--- config.mk ---
export PLATFORM = sky130hd
export DESIGN_NAME = gpio_line_control_status
export DESIGN_NICKNAME = d
export VERILOG_FILES = /design/src/common/gpio_line_pkg.sv /design/src/hdl/gpio_line_control_status.sv
export SDC_FILE = /design/constraint.sdc
export NUM_CORES = 1
export LEC_CHECK = 0
export BUFFER_PORTS_ARGS = -buffer_cell sky130_fd_sc_hd__buf_4
export CAP_MARGIN = 20
export CORE_MARGIN = 2
export CORE_UTILIZATION = 52
export CTS_CLUSTER_SIZE = 28
export DETAILED_ROUTE_END_ITERATION = 8
export PLACE_DENSITY = 0.73
export SYNTH_ARGS = -nofsm -noshare
export SYNTH_HDL_FRONTEND = slang
export SYNTH_SLANG_ARGS = --single-unit
export TNS_END_PERCENT = 20
--- constraint.sdc ---
create_clock -name i_clock -period 25.4 [get_ports i_clock]
set_input_delay 2.54 -clock i_clock [delete_from_list [all_inputs] [get_ports i_clock]]
set_output_delay 2.54 -clock i_clock [all_outputs]
set_load 0.05 [all_outputs]
--- src/common/gpio_line_pkg.sv ---
/*
  Shared constants of the per-line parallel I/O control and status block:
  register offsets, reset values and bus widths.
  Assumes a plain single-cycle register port with byte addresses and 32-bit data.
*/
package gpio_line_pkg;

  // ==========================================================================
  // Bus widths
  localparam int ADDR_W = 8;
  localparam int DATA_W = 32;

  // ==========================================================================
  // Register byte offsets
  localparam logic [7:0] OFS_OUT_ENABLE        = 8'h00;
  localparam logic [7:0] OFS_OUT_DISABLE       = 8'h04;
  localparam logic [7:0] OFS_OUT_ENABLE_STATUS = 8'h08;
  localparam logic [7:0] OFS_FILT_ENABLE       = 8'h0C;
  localparam logic [7:0] OFS_FILT_DISABLE      = 8'h10;
  localparam logic [7:0] OFS_FILT_STATUS       = 8'h14;
  localparam logic [7:0] OFS_DRIVE_SET         = 8'h18;
  localparam logic [7:0] OFS_DRIVE_CLEAR       = 8'h1C;
  localparam logic [7:0] OFS_DRIVE_STATUS      = 8'h20;
  localparam logic [7:0] OFS_PIN_LEVEL         = 8'h24;
  localparam logic [7:0] OFS_IRQ_ENABLE        = 8'h28;
  localparam logic [7:0] OFS_IRQ_DISABLE       = 8'h2C;
  localparam logic [7:0] OFS_IRQ_MASK          = 8'h30;
  localparam logic [7:0] OFS_CHANGE_STATUS     = 8'h34;
  localparam logic [7:0] OFS_DIRECT_ENABLE     = 8'h38;
  localparam logic [7:0] OFS_DIRECT_DISABLE    = 8'h3C;
  localparam logic [7:0] OFS_DIRECT_STATUS     = 8'h40;
  localparam logic [7:0] OFS_CHANGE_CLEAR      = 8'h44;

  // ==========================================================================
  // Reset values
  localparam logic [31:0] RST_OUT_ENABLE = 32'h0000_0000;
  localparam logic [31:0] RST_FILTER     = 32'h0000_0000;
  localparam logic [31:0] RST_DRIVE      = 32'h0000_0000;
  localparam logic [31:0] RST_IRQ_MASK   = 32'h0000_0000;
  localparam logic [31:0] RST_DIRECT     = 32'h0000_0000;
  localparam logic [31:0] RST_CHANGE     = 32'h0000_0000;
  localparam logic [31:0] RST_LEVEL      = 32'h0000_0000;
  localparam logic [31:0] UNMAPPED_READ  = 32'h0000_0000;

  // ==========================================================================
  // Timing counts
  // Edges after reset before a pin level is trusted for change detection:
  // two synchroniser stages, the level register and the previous level.
  localparam int PRIME_EDGES = 4;

endpackage : gpio_line_pkg

--- src/hdl/gpio_line_control_status.sv ---
/*
  Per-line control and status logic of a 32-line parallel I/O controller:
  output enable, glitch filter, drive value set/clear, pin readback and
  input-change interrupt. Change detection starts a few edges after reset.
  Assumes a single-cycle register master on the same clock, and pins that
  arrive asynchronously and are driven through an external tri-state pad.
*/
//
// Function
// - Every register holds one bit per line, bit n for line n, 32 lines.
// - Output status bit reads 1 when the line driver is on, else 0.
// - Writing 1 to filter enable turns that line's glitch filter on.
// - Writing 1 to filter disable turns that line's glitch filter off.
// - Filter status bit reads 1 while that line's filter is on.
// - Writing 1 to drive set makes that line's stored drive value 1.
// - Writing 1 to drive clear makes that line's stored drive value 0.
// - Drive status reads the value scheduled to be driven on each line.
// - Drive status is writable only for lines in direct-write mode.
// - Pin level status reports the actual level on each line.
// - Writing 1 to interrupt enable enables that line's change interrupt.
// - Writing 1 to interrupt disable disables that line's change interrupt.
// - Interrupt mask bit reads 1 while that line's change interrupt is enabled.
// - Change flag sets on any level change, holds until status read, a 1 written to change clear, or reset.
// - Writing 1 to output disable turns that line's driver off.
`timescale 1ns/1ps

module gpio_line_control_status #(
  parameter int LINES = 32
) (
  // Clock and reset
  input  wire logic                                i_clock,
  input  wire logic                                i_rst,
  // Register port
  input  wire logic [gpio_line_pkg::ADDR_W-1:0]    i_addr,
  input  wire logic [gpio_line_pkg::DATA_W-1:0]    i_wdata,
  input  wire logic                                i_wr,
  input  wire logic                                i_rd,
  output logic      [gpio_line_pkg::DATA_W-1:0]    o_rdata,
  // Interrupt
  output logic                                     o_irq,
  // I/O lines
  input  wire logic [LINES-1:0]                    i_line_in,
  output logic      [LINES-1:0]                    o_line_out,
  output logic      [LINES-1:0]                    o_line_oe_n
);

  // ==========================================================================
  // Helper functions

  // Write-one-to-set and write-one-to-clear share one update rule; a bit
  // named in both writes cannot occur since strobes never coincide.
  function automatic logic [LINES-1:0] apply_set_clear(
    input logic [LINES-1:0] cur,
    input logic [LINES-1:0] set_bits,
    input logic [LINES-1:0] clr_bits
  );
    apply_set_clear = (cur | set_bits) & ~clr_bits;
  endfunction : apply_set_clear

  // Register hit decode, used for the write strobes and the change status read.
  function automatic logic hit(
    input logic [gpio_line_pkg::ADDR_W-1:0] addr,
    input logic [gpio_line_pkg::ADDR_W-1:0] ofs
  );
    hit = (addr == ofs);
  endfunction : hit

  // Places line-wide data into the low bits of a bus word.
  function automatic logic [gpio_line_pkg::DATA_W-1:0] to_word(
    input logic [LINES-1:0] bits
  );
    logic [gpio_line_pkg::DATA_W-1:0] w;
    w = '0;
    w[LINES-1:0] = bits;
    to_word = w;
  endfunction : to_word

  // ==========================================================================
  // Register state
  logic [LINES-1:0] out_enable_r;
  logic [LINES-1:0] filter_on_r;
  logic [LINES-1:0] drive_r;
  logic [LINES-1:0] drive_nxt;
  logic [LINES-1:0] irq_mask_r;
  logic [LINES-1:0] direct_r;
  logic [LINES-1:0] change_r;
  logic [LINES-1:0] change_nxt;

  // Input path state
  logic [LINES-1:0] sync1_r;
  logic [LINES-1:0] sync2_r;
  logic [LINES-1:0] sync3_r;
  logic [LINES-1:0] level_r;
  logic [LINES-1:0] level_nxt;
  logic [LINES-1:0] level_prev_r;
  logic [2:0]       prime_cnt_r;
  logic             level_valid;

  // Write data seen as line bits.
  logic [LINES-1:0] wbits;
  assign wbits = i_wdata[LINES-1:0];

  // Decoded write strobes and the change status read strobe.
  logic wr_out_en;
  logic wr_out_dis;
  logic wr_filt_en;
  logic wr_filt_dis;
  logic wr_drv_set;
  logic wr_drv_clr;
  logic wr_drv_direct;
  logic wr_irq_en;
  logic wr_irq_dis;
  logic wr_dir_en;
  logic wr_dir_dis;
  logic wr_chg_clr;
  logic rd_chg;

  assign wr_out_en     = i_wr && hit(i_addr, gpio_line_pkg::OFS_OUT_ENABLE);
  assign wr_out_dis    = i_wr && hit(i_addr, gpio_line_pkg::OFS_OUT_DISABLE);
  assign wr_filt_en    = i_wr && hit(i_addr, gpio_line_pkg::OFS_FILT_ENABLE);
  assign wr_filt_dis   = i_wr && hit(i_addr, gpio_line_pkg::OFS_FILT_DISABLE);
  assign wr_drv_set    = i_wr && hit(i_addr, gpio_line_pkg::OFS_DRIVE_SET);
  assign wr_drv_clr    = i_wr && hit(i_addr, gpio_line_pkg::OFS_DRIVE_CLEAR);
  assign wr_drv_direct = i_wr && hit(i_addr, gpio_line_pkg::OFS_DRIVE_STATUS);
  assign wr_irq_en     = i_wr && hit(i_addr, gpio_line_pkg::OFS_IRQ_ENABLE);
  assign wr_irq_dis    = i_wr && hit(i_addr, gpio_line_pkg::OFS_IRQ_DISABLE);
  assign wr_dir_en     = i_wr && hit(i_addr, gpio_line_pkg::OFS_DIRECT_ENABLE);
  assign wr_dir_dis    = i_wr && hit(i_addr, gpio_line_pkg::OFS_DIRECT_DISABLE);
  assign wr_chg_clr    = i_wr && hit(i_addr, gpio_line_pkg::OFS_CHANGE_CLEAR);
  assign rd_chg        = i_rd && hit(i_addr, gpio_line_pkg::OFS_CHANGE_STATUS);

  // ==========================================================================
  // Output driver enable
  always_ff @(posedge i_clock or posedge i_rst) begin
    if (i_rst) begin
      out_enable_r <= gpio_line_pkg::RST_OUT_ENABLE;
    end else if (wr_out_en) begin
      out_enable_r <= apply_set_clear(out_enable_r, wbits, '0);
    end else if (wr_out_dis) begin
      out_enable_r <= apply_set_clear(out_enable_r, '0, wbits);
    end
  end

  // ==========================================================================
  // Glitch filter enable
  always_ff @(posedge i_clock or posedge i_rst) begin
    if (i_rst) begin
      filter_on_r <= gpio_line_pkg::RST_FILTER;
    end else if (wr_filt_en) begin
      filter_on_r <= apply_set_clear(filter_on_r, wbits, '0);
    end else if (wr_filt_dis) begin
      filter_on_r <= apply_set_clear(filter_on_r, '0, wbits);
    end
  end

  // ==========================================================================
  // Direct-write mode for the drive status register
  always_ff @(posedge i_clock or posedge i_rst) begin
    if (i_rst) begin
      direct_r <= gpio_line_pkg::RST_DIRECT;
    end else if (wr_dir_en) begin
      direct_r <= apply_set_clear(direct_r, wbits, '0);
    end else if (wr_dir_dis) begin
      direct_r <= apply_set_clear(direct_r, '0, wbits);
    end
  end

  // ==========================================================================
  // Stored drive value
  always_comb begin
    drive_nxt = drive_r;
    if (wr_drv_set) begin
      drive_nxt = apply_set_clear(drive_r, wbits, '0);
    end else if (wr_drv_clr) begin
      drive_nxt = apply_set_clear(drive_r, '0, wbits);
    end else if (wr_drv_direct) begin
      // Lines outside direct-write mode keep their value.
      drive_nxt = (drive_r & ~direct_r) | (wbits & direct_r);
    end
  end

  always_ff @(posedge i_clock or posedge i_rst) begin
    if (i_rst) begin
      drive_r <= gpio_line_pkg::RST_DRIVE;
    end else begin
      drive_r <= drive_nxt;
    end
  end

  // ==========================================================================
  // Change interrupt mask
  always_ff @(posedge i_clock or posedge i_rst) begin
    if (i_rst) begin
      irq_mask_r <= gpio_line_pkg::RST_IRQ_MASK;
    end else if (wr_irq_en) begin
      irq_mask_r <= apply_set_clear(irq_mask_r, wbits, '0);
    end else if (wr_irq_dis) begin
      irq_mask_r <= apply_set_clear(irq_mask_r, '0, wbits);
    end
  end

  // ==========================================================================
  // Pin synchronisers and glitch filter
  // The first stage feeds only the second; filtering looks at stages two
  // and three, so a level must stand two samples before a filtered line
  // follows it. That costs one cycle of latency on filtered lines only.
  always_ff @(posedge i_clock or posedge i_rst) begin
    if (i_rst) begin
      sync1_r <= gpio_line_pkg::RST_LEVEL;
      sync2_r <= gpio_line_pkg::RST_LEVEL;
    end else begin
      sync1_r <= i_line_in;
      sync2_r <= sync1_r;
    end
  end

  // ==========================================================================
  // Filter history
  // Kept apart from the synchroniser so that nothing but the second stage
  // ever reads the first, whatever the filter settings.
  always_ff @(posedge i_clock or posedge i_rst) begin
    if (i_rst) begin
      sync3_r <= gpio_line_pkg::RST_LEVEL;
    end else begin
      sync3_r <= sync2_r;
    end
  end

  always_comb begin
    level_nxt = level_r;
    for (int n = 0; n < LINES; n++) begin
      if (!filter_on_r[n]) begin
        level_nxt[n] = sync2_r[n];
      end else if (sync2_r[n] == sync3_r[n]) begin
        level_nxt[n] = sync2_r[n];
      end
    end
  end

  always_ff @(posedge i_clock or posedge i_rst) begin
    if (i_rst) begin
      level_r <= gpio_line_pkg::RST_LEVEL;
    end else begin
      level_r <= level_nxt;
    end
  end

  // ==========================================================================
  // Change detection
  always_ff @(posedge i_clock or posedge i_rst) begin
    if (i_rst) begin
      level_prev_r <= gpio_line_pkg::RST_LEVEL;
    end else begin
      level_prev_r <= level_r;
    end
  end

  // ==========================================================================
  // Start-up priming
  // The first edges after reset only fill the synchroniser and the previous
  // level, so a pin that rests high does not raise a false change at
  // start-up. The price is that a real change in those few edges is lost,
  // which is harmless since software cannot have enabled anything yet.
  always_ff @(posedge i_clock or posedge i_rst) begin
    if (i_rst) begin
      prime_cnt_r <= '0;
    end else if (!level_valid) begin
      prime_cnt_r <= prime_cnt_r + 3'h1;
    end
  end

  assign level_valid = (prime_cnt_r == 3'(gpio_line_pkg::PRIME_EDGES));

  always_comb begin
    change_nxt = change_r;
    if (rd_chg) begin
      change_nxt = '0;
    end else if (wr_chg_clr) begin
      change_nxt = change_r & ~wbits;
    end
    // A change in the cycle of the clearing read or write is kept.
    if (level_valid) begin
      change_nxt = change_nxt | (level_r ^ level_prev_r);
    end
  end

  always_ff @(posedge i_clock or posedge i_rst) begin
    if (i_rst) begin
      change_r <= gpio_line_pkg::RST_CHANGE;
    end else begin
      change_r <= change_nxt;
    end
  end

  // ==========================================================================
  // Interrupt request
  assign o_irq = |(change_r & irq_mask_r);

  // ==========================================================================
  // Pin drive
  assign o_line_out  = drive_r;
  assign o_line_oe_n = ~out_enable_r;

  // ==========================================================================
  // Read data
  // The change status returns its value before this read clears it.
  always_ff @(posedge i_clock or posedge i_rst) begin
    if (i_rst) begin
      o_rdata <= gpio_line_pkg::UNMAPPED_READ;
    end else if (i_rd) begin
      case (i_addr)
        gpio_line_pkg::OFS_OUT_ENABLE_STATUS: begin
          o_rdata <= to_word(out_enable_r);
        end
        gpio_line_pkg::OFS_FILT_STATUS: begin
          o_rdata <= to_word(filter_on_r);
        end
        gpio_line_pkg::OFS_DRIVE_STATUS: begin
          o_rdata <= to_word(drive_r);
        end
        gpio_line_pkg::OFS_PIN_LEVEL: begin
          o_rdata <= to_word(level_r);
        end
        gpio_line_pkg::OFS_IRQ_MASK: begin
          o_rdata <= to_word(irq_mask_r);
        end
        gpio_line_pkg::OFS_CHANGE_STATUS: begin
          o_rdata <= to_word(change_r);
        end
        gpio_line_pkg::OFS_DIRECT_STATUS: begin
          o_rdata <= to_word(direct_r);
        end
        default: begin
          o_rdata <= gpio_line_pkg::UNMAPPED_READ;
        end
      endcase
    end else begin
      o_rdata <= gpio_line_pkg::UNMAPPED_READ;
    end
  end

endmodule : gpio_line_control_status

==> flow_metrics.py, run 1 <==
metrics = {
    "run_status": {
        "outcome": "completed",
    },
    "critical_path": {
        "crit_chain": "buf_4 > inv_1 > nor4_1 > and3_1 > buf_4 > nand2_1 > a32o_1",
        "critical_path_cell_count": 7,
        "slowest_delay_ps": 950,
        "worst-r2r-setup-slack_ps": 23390,
        "critical-path-top-delay-family": "simple AND/OR/NAND/NOR gates",
        "crit_fanout": 35,
        "critical_path_buf_inv_count": 3,
        "reg2reg_to": "prime_cnt_r[1]",
        "r2r_cells": 4,
        "crit_required_ps": 25820,
        "cp-startpoint": "i_addr[2]",
        "critPathCapture": "change_r[20]",
        "end_kind": "flip-flop",
        "critical_path_class": "in2reg",
        "cp_data_arrival_time_ps": 5710,
        "path_common_cell": "buf_4",
        "reg2reg_from": "prime_cnt_r[0]",
        "cp-start-kind": "input pin",
        "cp_slowest_cell": "and3_1",
    },
    "synth": {
        "syn_nets": 1568,
        "async_flop_share_pct": 100,
        "synth_seq_cells": 387,
        "ys_seq_area_share_pct": 59.4,
        "synth.avg_cell_area_sq_um": 10.9,
        "syn-cell-area_sq_um": 16300,
        "netlist.top_cell.by_area": "dfrtp_1",
        "yosysWarnings": 0,
        "synth_area_leaders": "dfrtp_1, a21oi_1, nand2_1",
        "syn_inst": 1490,
        "ys_types": 53,
        "synth_top_flop_cell": "dfrtp_1",
        "synth_top_area_share_pct": 59.4,
        "synth-edff-count": 0,
    },
    "power": {
        "p_switching_mw": 0.346,
        "irDropWorstVdd_mv": 0.0479,
        "pwr-share-comb_pct": 8.7,
        "p_sw_share_pct": 25.2,
        "pwr-share-seq_pct": 49.1,
        "power_density_nw_per_um2": 71.6,
        "pwr-share-clk_pct": 42.3,
        "p_leak_nw": 8.41,
        "total_power_mw": 1.37,
        "cell_internal_pwr_mw": 1.03,
    },
    "final_layout": {
        "layout_commonest_cell": "dfrtp_1",
        "fin_nets": 1686,
        "syn2layout_area_growth_pct": 17.7,
        "layout-drive-gt1-share_pct": 18.1,
        "final_cells": 2037,
        "fillCellCount": 2488,
        "mostFrequentLayoutCells": "dfrtp_1, buf_4, nand2_1, a21oi_1, nor2_1",
    },
    "sta": {
        "rsz0062_at_grt": "no",
        "setup_viol": 0,
        "setup-tns-final_ps": 0,
        "finClkSkew_ps": 16.6,
        "fin_hold_ws_ps": 344,
        "slew_violations": 0,
        "hold_violations": 0,
        "max_slew_margin_pct": 21.9,
        "fin_crit_sh_pct": 20.8,
        "worst_slew_pin_slew_ps": 1170,
        "layout_min_cycle_time_ps": 5290,
        "fmax_mhz": 189,
    },
    "drt": {
        "post-route-drc-count": 0,
        "wl_per_cell_microns": 23.8,
        "vias": 13000,
        "wl_microns": 48500,
        "drt_pass1_iterations": 8,
        "final_antenna_net_count": 0,
        "drt_iter0_markers": 1498,
        "via_per_inst": 6.39,
    },
    "global_route": {
        "antenna_found_initial": 3,
        "track_usage_pct": 29.6,
        "grt_overflow": 0,
        "grt_first_pass_wirelength_microns": 75000,
        "first_global_vias": 12800,
        "grt_max_degree": 164,
    },
    "flow_run": {
        "drv_cap": 0,
    },
    "floorplan": {
        "chipHeight_microns": 181,
        "pin_count": 173,
        "fp.coreArea_sq_um": 30700,
        "start_util_pct": 53.0,
        "dieArea_sq_um": 32800,
        "rows": 64,
        "die_w_microns": 181,
    },
    "placed_design": {
        "gp_congestion": 0.927,
        "hpwl_microns": 30900,
        "placed_cells": 1961,
        "io_buffers": 172,
    },
    "clocking": {
        "insertion_delay_ps": 530,
        "path_clk_slew_ps": 70,
        "post_cts_buffers": 0,
        "cts_buffers": 40,
        "cts_hold_buffers": 0,
        "cts_tree": "done",
        "cts_resized": 0,
        "h-tree-depth": 2,
        "clk_path_buf_depth": 3,
        "cts_sinks": 387,
        "clockRootBuffer": "clkbuf_16",
    },
    "worst_hold_path": {
        "whs_path_depth": 0,
        "hp-class": "reg2reg",
    },
}
metal layers:
metal	up-vias	wire length, microns	track usage (%)
met5	-	0	0
met4	0	2060	12.6
met3	160	5520	6.99
met2	819	22300	46.4
met1	6411	18600	39.9
li1	5621	-	-
kinds of logic after synthesis:
group	after synthesis	synth area share, %
DFF	387	59.4
and+or+nand+nor	403	11.7
adders and majority gates	2	0.154
buffers and inverters	155	3.92
AOI/OAI and AO/OA	442	18.5
xor gates and xnor gates	33	1.77
muxes	68	4.56
metrics by stage:
step	cell area, sq um	util, %	worst slack (ps)
2_1_floorplan	16300	-	12100
3_3_place_gp	17800	58.0	19790
3_5_place_dp	17900	58.1	19670
4_1_cts	19100	62.3	20230
5_1_grt	19200	62.3	20070
6_report	19200	62.4	20110
worst min path at each step:
stage	slack, ps	end	startpoint
detailed placement	330	sync2_r[12]	sync1_r[12]
global route	350	sync2_r[4]	sync1_r[4]
floorplan	330	sync2_r[0]	sync1_r[0]
global placement	330	sync2_r[14]	sync1_r[14]
CTS	350	sync2_r[4]	sync1_r[4]
finish	340	sync2_r[4]	sync1_r[4]
worst register-to-register path: stages, from the launching register on:
cell,delay (ps)
dfrtp_1,400
inv_1,70
ha_1,160
and2_2,840
mux2_2,420
cell usage after synthesis, drive strengths merged (7+ instances only):
library cell,n
nand2b,34
mux2i,27
nand2,187
buf,47
nand3,15
mux2,40
and3,13
a22oi,44
a32o,33
a221oi,9
a21oi,162
xor2,32
dfrtp,387
a22o,73
inv,37
nand4,29
o21ai,25
a211oi,33
o22ai,7
a31oi,36
nor3b,11
nor2,85
clkbuf,71
cell type report:
class | count | area (sq um) | area share [%]
diodes | 3 | 7.51 | 0.0391
clock buffers | 65 | 1230 | 6.39
clock inverters | 7 | 67.6 | 0.352
inverters | 37 | 146 | 0.763
multi-input cells | 948 | 6060 | 31.6
flip-flops and latches | 387 | 9680 | 50.5
well taps | 396 | 495 | 2.58
repair buffers | 194 | 1500 | 7.80
power by group through the flow:
stage | Clock [mW] | Combinational [mW] | Sequential (mW)
5_1_grt | 0.611 | 0.128 | 0.677
3_3_place_gp | 0 | 0.115 | 0.683
3_5_place_dp | 0 | 0.118 | 0.684
4_1_cts | 0.586 | 0.118 | 0.674
6_report | 0.581 | 0.119 | 0.674
2_1_floorplan | 0 | 0.0686 | 0.686
Power figures use the tool's default switching activity.
==> run 2, diff against run 1 <==
- ABC_AREA: not set -> 1
- PLACE_DENSITY: 0.73 -> 0.76
- clock period: 25.4 -> 4.25 ns (I/O delays scaled with it)
==> run 2 against run 1 <==
Against the previous run:
- highest routed layer unchanged
- sequential power increased to 5.9 times the previous value
- routed wire length rose by 9.6%
- via count up 18%
- clock skew about the same
- flip-flop and latch count unchanged
- area after synthesis rose by 3.2%
- synthesized cell count up 30%
==> flow_metrics.py, run 2 <==
metrics = {
    "placed_design": {
        "place_area_sq_um": 18500,
        "placed_cells": 2444,
        "hpwl_microns": 32500,
        "gp_congestion": 0.883,
        "pre_cts_slack_ps": 1460,
        "io_buffers": 172,
    },
    "synth": {
        "yosys.area_share.adder_pct": 0.149,
        "ys_seq_area_share_pct": 57.6,
        "yosys-mux-area-fraction_pct": 0,
        "synth_top_family_by_area": "simple AND/OR/NAND/NOR gates",
        "synth-edff-count": 0,
        "synth.avg_cell_area_sq_um": 8.71,
        "synth_simple_gate_area_share_pct": 19.8,
        "async_flop_share_pct": 100,
        "ys_types": 28,
        "syn-cell-area_sq_um": 16800,
        "synth_top_flop_cell": "dfrtp_1",
        "synthTopCellsByCount": "nand2_1, dfrtp_1, o21ai_0",
        "yosysWarnings": 0,
        "netlist.top_cell.by_area": "dfrtp_1",
        "syn_nets": 2009,
        "synth_compound_area_share_pct": 16.3,
        "synth_area_leaders": "dfrtp_1, nand2_1, o21ai_0",
        "synthXorXnorAreaFrac_pct": 0.104,
        "synth_top_area_share_pct": 57.6,
        "syn_inst": 1931,
        "synth_seq_cells": 387,
        "post-synth-top-count-cell": "nand2_1",
    },
    "final_layout": {
        "fin_area_sq_um": 20200,
        "utilization_pct": 63.6,
        "fin_nets": 2196,
        "syn2layout_area_growth_pct": 20.0,
        "layout_commonest_cell": "nand2_1",
        "final_cells": 2553,
        "num_antenna_cells": 0,
        "mostFrequentLayoutCells": "nand2_1, dfrtp_1, o21ai_0, nand3_1, buf_4",
        "layout-drive-gt1-share_pct": 13.4,
    },
    "clocking": {
        "cts_buffers": 41,
        "path_clk_slew_ps": 60,
        "clk_path_buf_depth": 3,
        "cts_tree": "done",
        "h-tree-depth": 2,
        "post_cts_buffers": 0,
        "cts_sinks": 387,
        "clockRootBuffer": "clkbuf_16",
        "insertion_delay_ps": 540,
    },
    "sta": {
        "rsz0062_at_grt": "no",
        "worst_slew_pin_slew_ps": 1130,
        "hold_violations": 0,
        "fin_ws_ps": 1850,
        "max_slew_margin_pct": 24.4,
        "fin_hold_ws_ps": 2.53,
        "setup_viol": 0,
        "slew_violations": 0,
        "finClkSkew_ps": 16.6,
        "fmax_mhz": 416,
        "layout_min_cycle_time_ps": 2400,
        "fin_crit_sh_pct": 56.5,
    },
    "global_route": {
        "grt_overflow": 0,
        "first_global_vias": 14700,
        "track_usage_pct": 31.6,
        "antenna_found_initial": 0,
        "grt_max_degree": 151,
        "grt_first_pass_wirelength_microns": 81700,
    },
    "floorplan": {
        "chipHeight_microns": 184,
        "fp.coreArea_sq_um": 31700,
        "rows": 65,
        "die_w_microns": 184,
        "pin_count": 173,
        "start_util_pct": 53.0,
        "dieArea_sq_um": 33800,
    },
    "critical_path": {
        "crit_chain": "nand2_1 > nand4_1 > nor2_1 > nand4_1 > buf_4",
        "cp_slowest_cell": "dfrtp_1",
        "crit_required_ps": 3830,
        "critical_path_class": "reg2out",
        "cp_data_arrival_time_ps": 1980,
        "end_kind": "primary output",
        "slowest_delay_ps": 400,
        "cp-start-kind": "flip-flop",
        "crit_fanout": 3,
        "path_common_cell": "nand4_1",
    },
    "power": {
        "power_density_nw_per_um2": 417,
        "p_leak_nw": 9.39,
        "irDropWorstVdd_mv": 0.395,
    },
    "flow_run": {
        "drv_cap": 0,
    },
    "drt": {
        "wl_microns": 53200,
        "post-route-drc-count": 0,
        "drt_pass1_iterations": 6,
        "drt_iter0_markers": 1899,
        "final_antenna_net_count": 0,
        "wl_per_cell_microns": 20.8,
        "vias": 15300,
        "via_per_inst": 6.01,
    },
    "worst_hold_path": {
        "hp-class": "in2async",
    },
    "run_status": {
        "outcome": "completed",
    },
}
run 2: cell count changes in the layout (fill, tap and decap cells not counted), moves of 60 or more:
cell      previous run  this run
o21ai_0             25       260
o211ai_1             1        73
a21oi_1            162        83
nor2_1              80       153
nand2_1            187       409
nand3_1             14       194
inv_1               35       157
a22o_1              73         0
o21ai_1              0        60
run 2: what timing repair did:
| item | CTS | global route |
|---|---|---|
| gates resized for setup | 0 | 0 |
| hold endpoints to repair | 31 | 1 |
| hold buffers | 31 | 1 |
run 2: metrics by stage:
step                power [mW]  TNS [ps]
floorplan                 4.47   -533650
global placement          4.76         0
detailed placement        4.78         0
CTS                       8.44         0
global route              8.68         0
finish                    8.42         0
run 2: final cells by class:
class | instances | area (sq um)
clock inverter | 9 | 128
tap | 402 | 503
timing repair buffer | 228 | 1840
multi-input combinational | 1294 | 6150
sequential | 387 | 9680
inverter | 166 | 627
clock buffer | 67 | 1260
fill | 2581 | 11500
run 2: report_power, final:
group          switching (mW)  total, mW  internal, mW  leakage, nW
sequential              0.150       4.00          3.85         4.80
clock                    1.47       3.67          2.20        0.679
combinational           0.526      0.750         0.224         3.92
run 2: critical path, delay by kind of cell (launching register included):
kind,cells,cell delay (ps)
flip-flops,1,400
buffers and inverters,1,260
AND/OR/NAND/NOR,4,790
run 2: kinds of logic after synthesis:
group	after synthesis
AOI/OAI and AO/OA	499
xor gates and xnor gates	2
adders and majority gates	2
buffers and inverters	250
DFF	387
and+or+nand+nor	791
run 2: path summary, 6_finish.rpt:
check / slack [ps] / endpoint / start / depth (start not counted)
max: 1850 / o_irq / flip-flop / 5
min reg2reg: 350 / sync2_r[6] / sync1_r[6] / 0
min in group i_clock: 150 / flip-flop / i_addr[2] / 2
min: 3 / async pin / i_rst / 2
max reg2reg: 2330 / change_r[5] / prime_cnt_r[0] / 6
max in group asynchronous: 3020 / o_rdata[29] / i_rst / 3
run 2: per-layer routing:
layer	routed length, microns	global-route usage (%)
met5	0	0
met4	2640	14.7
met3	6160	7.75
met2	24300	49.1
met1	20100	42.0
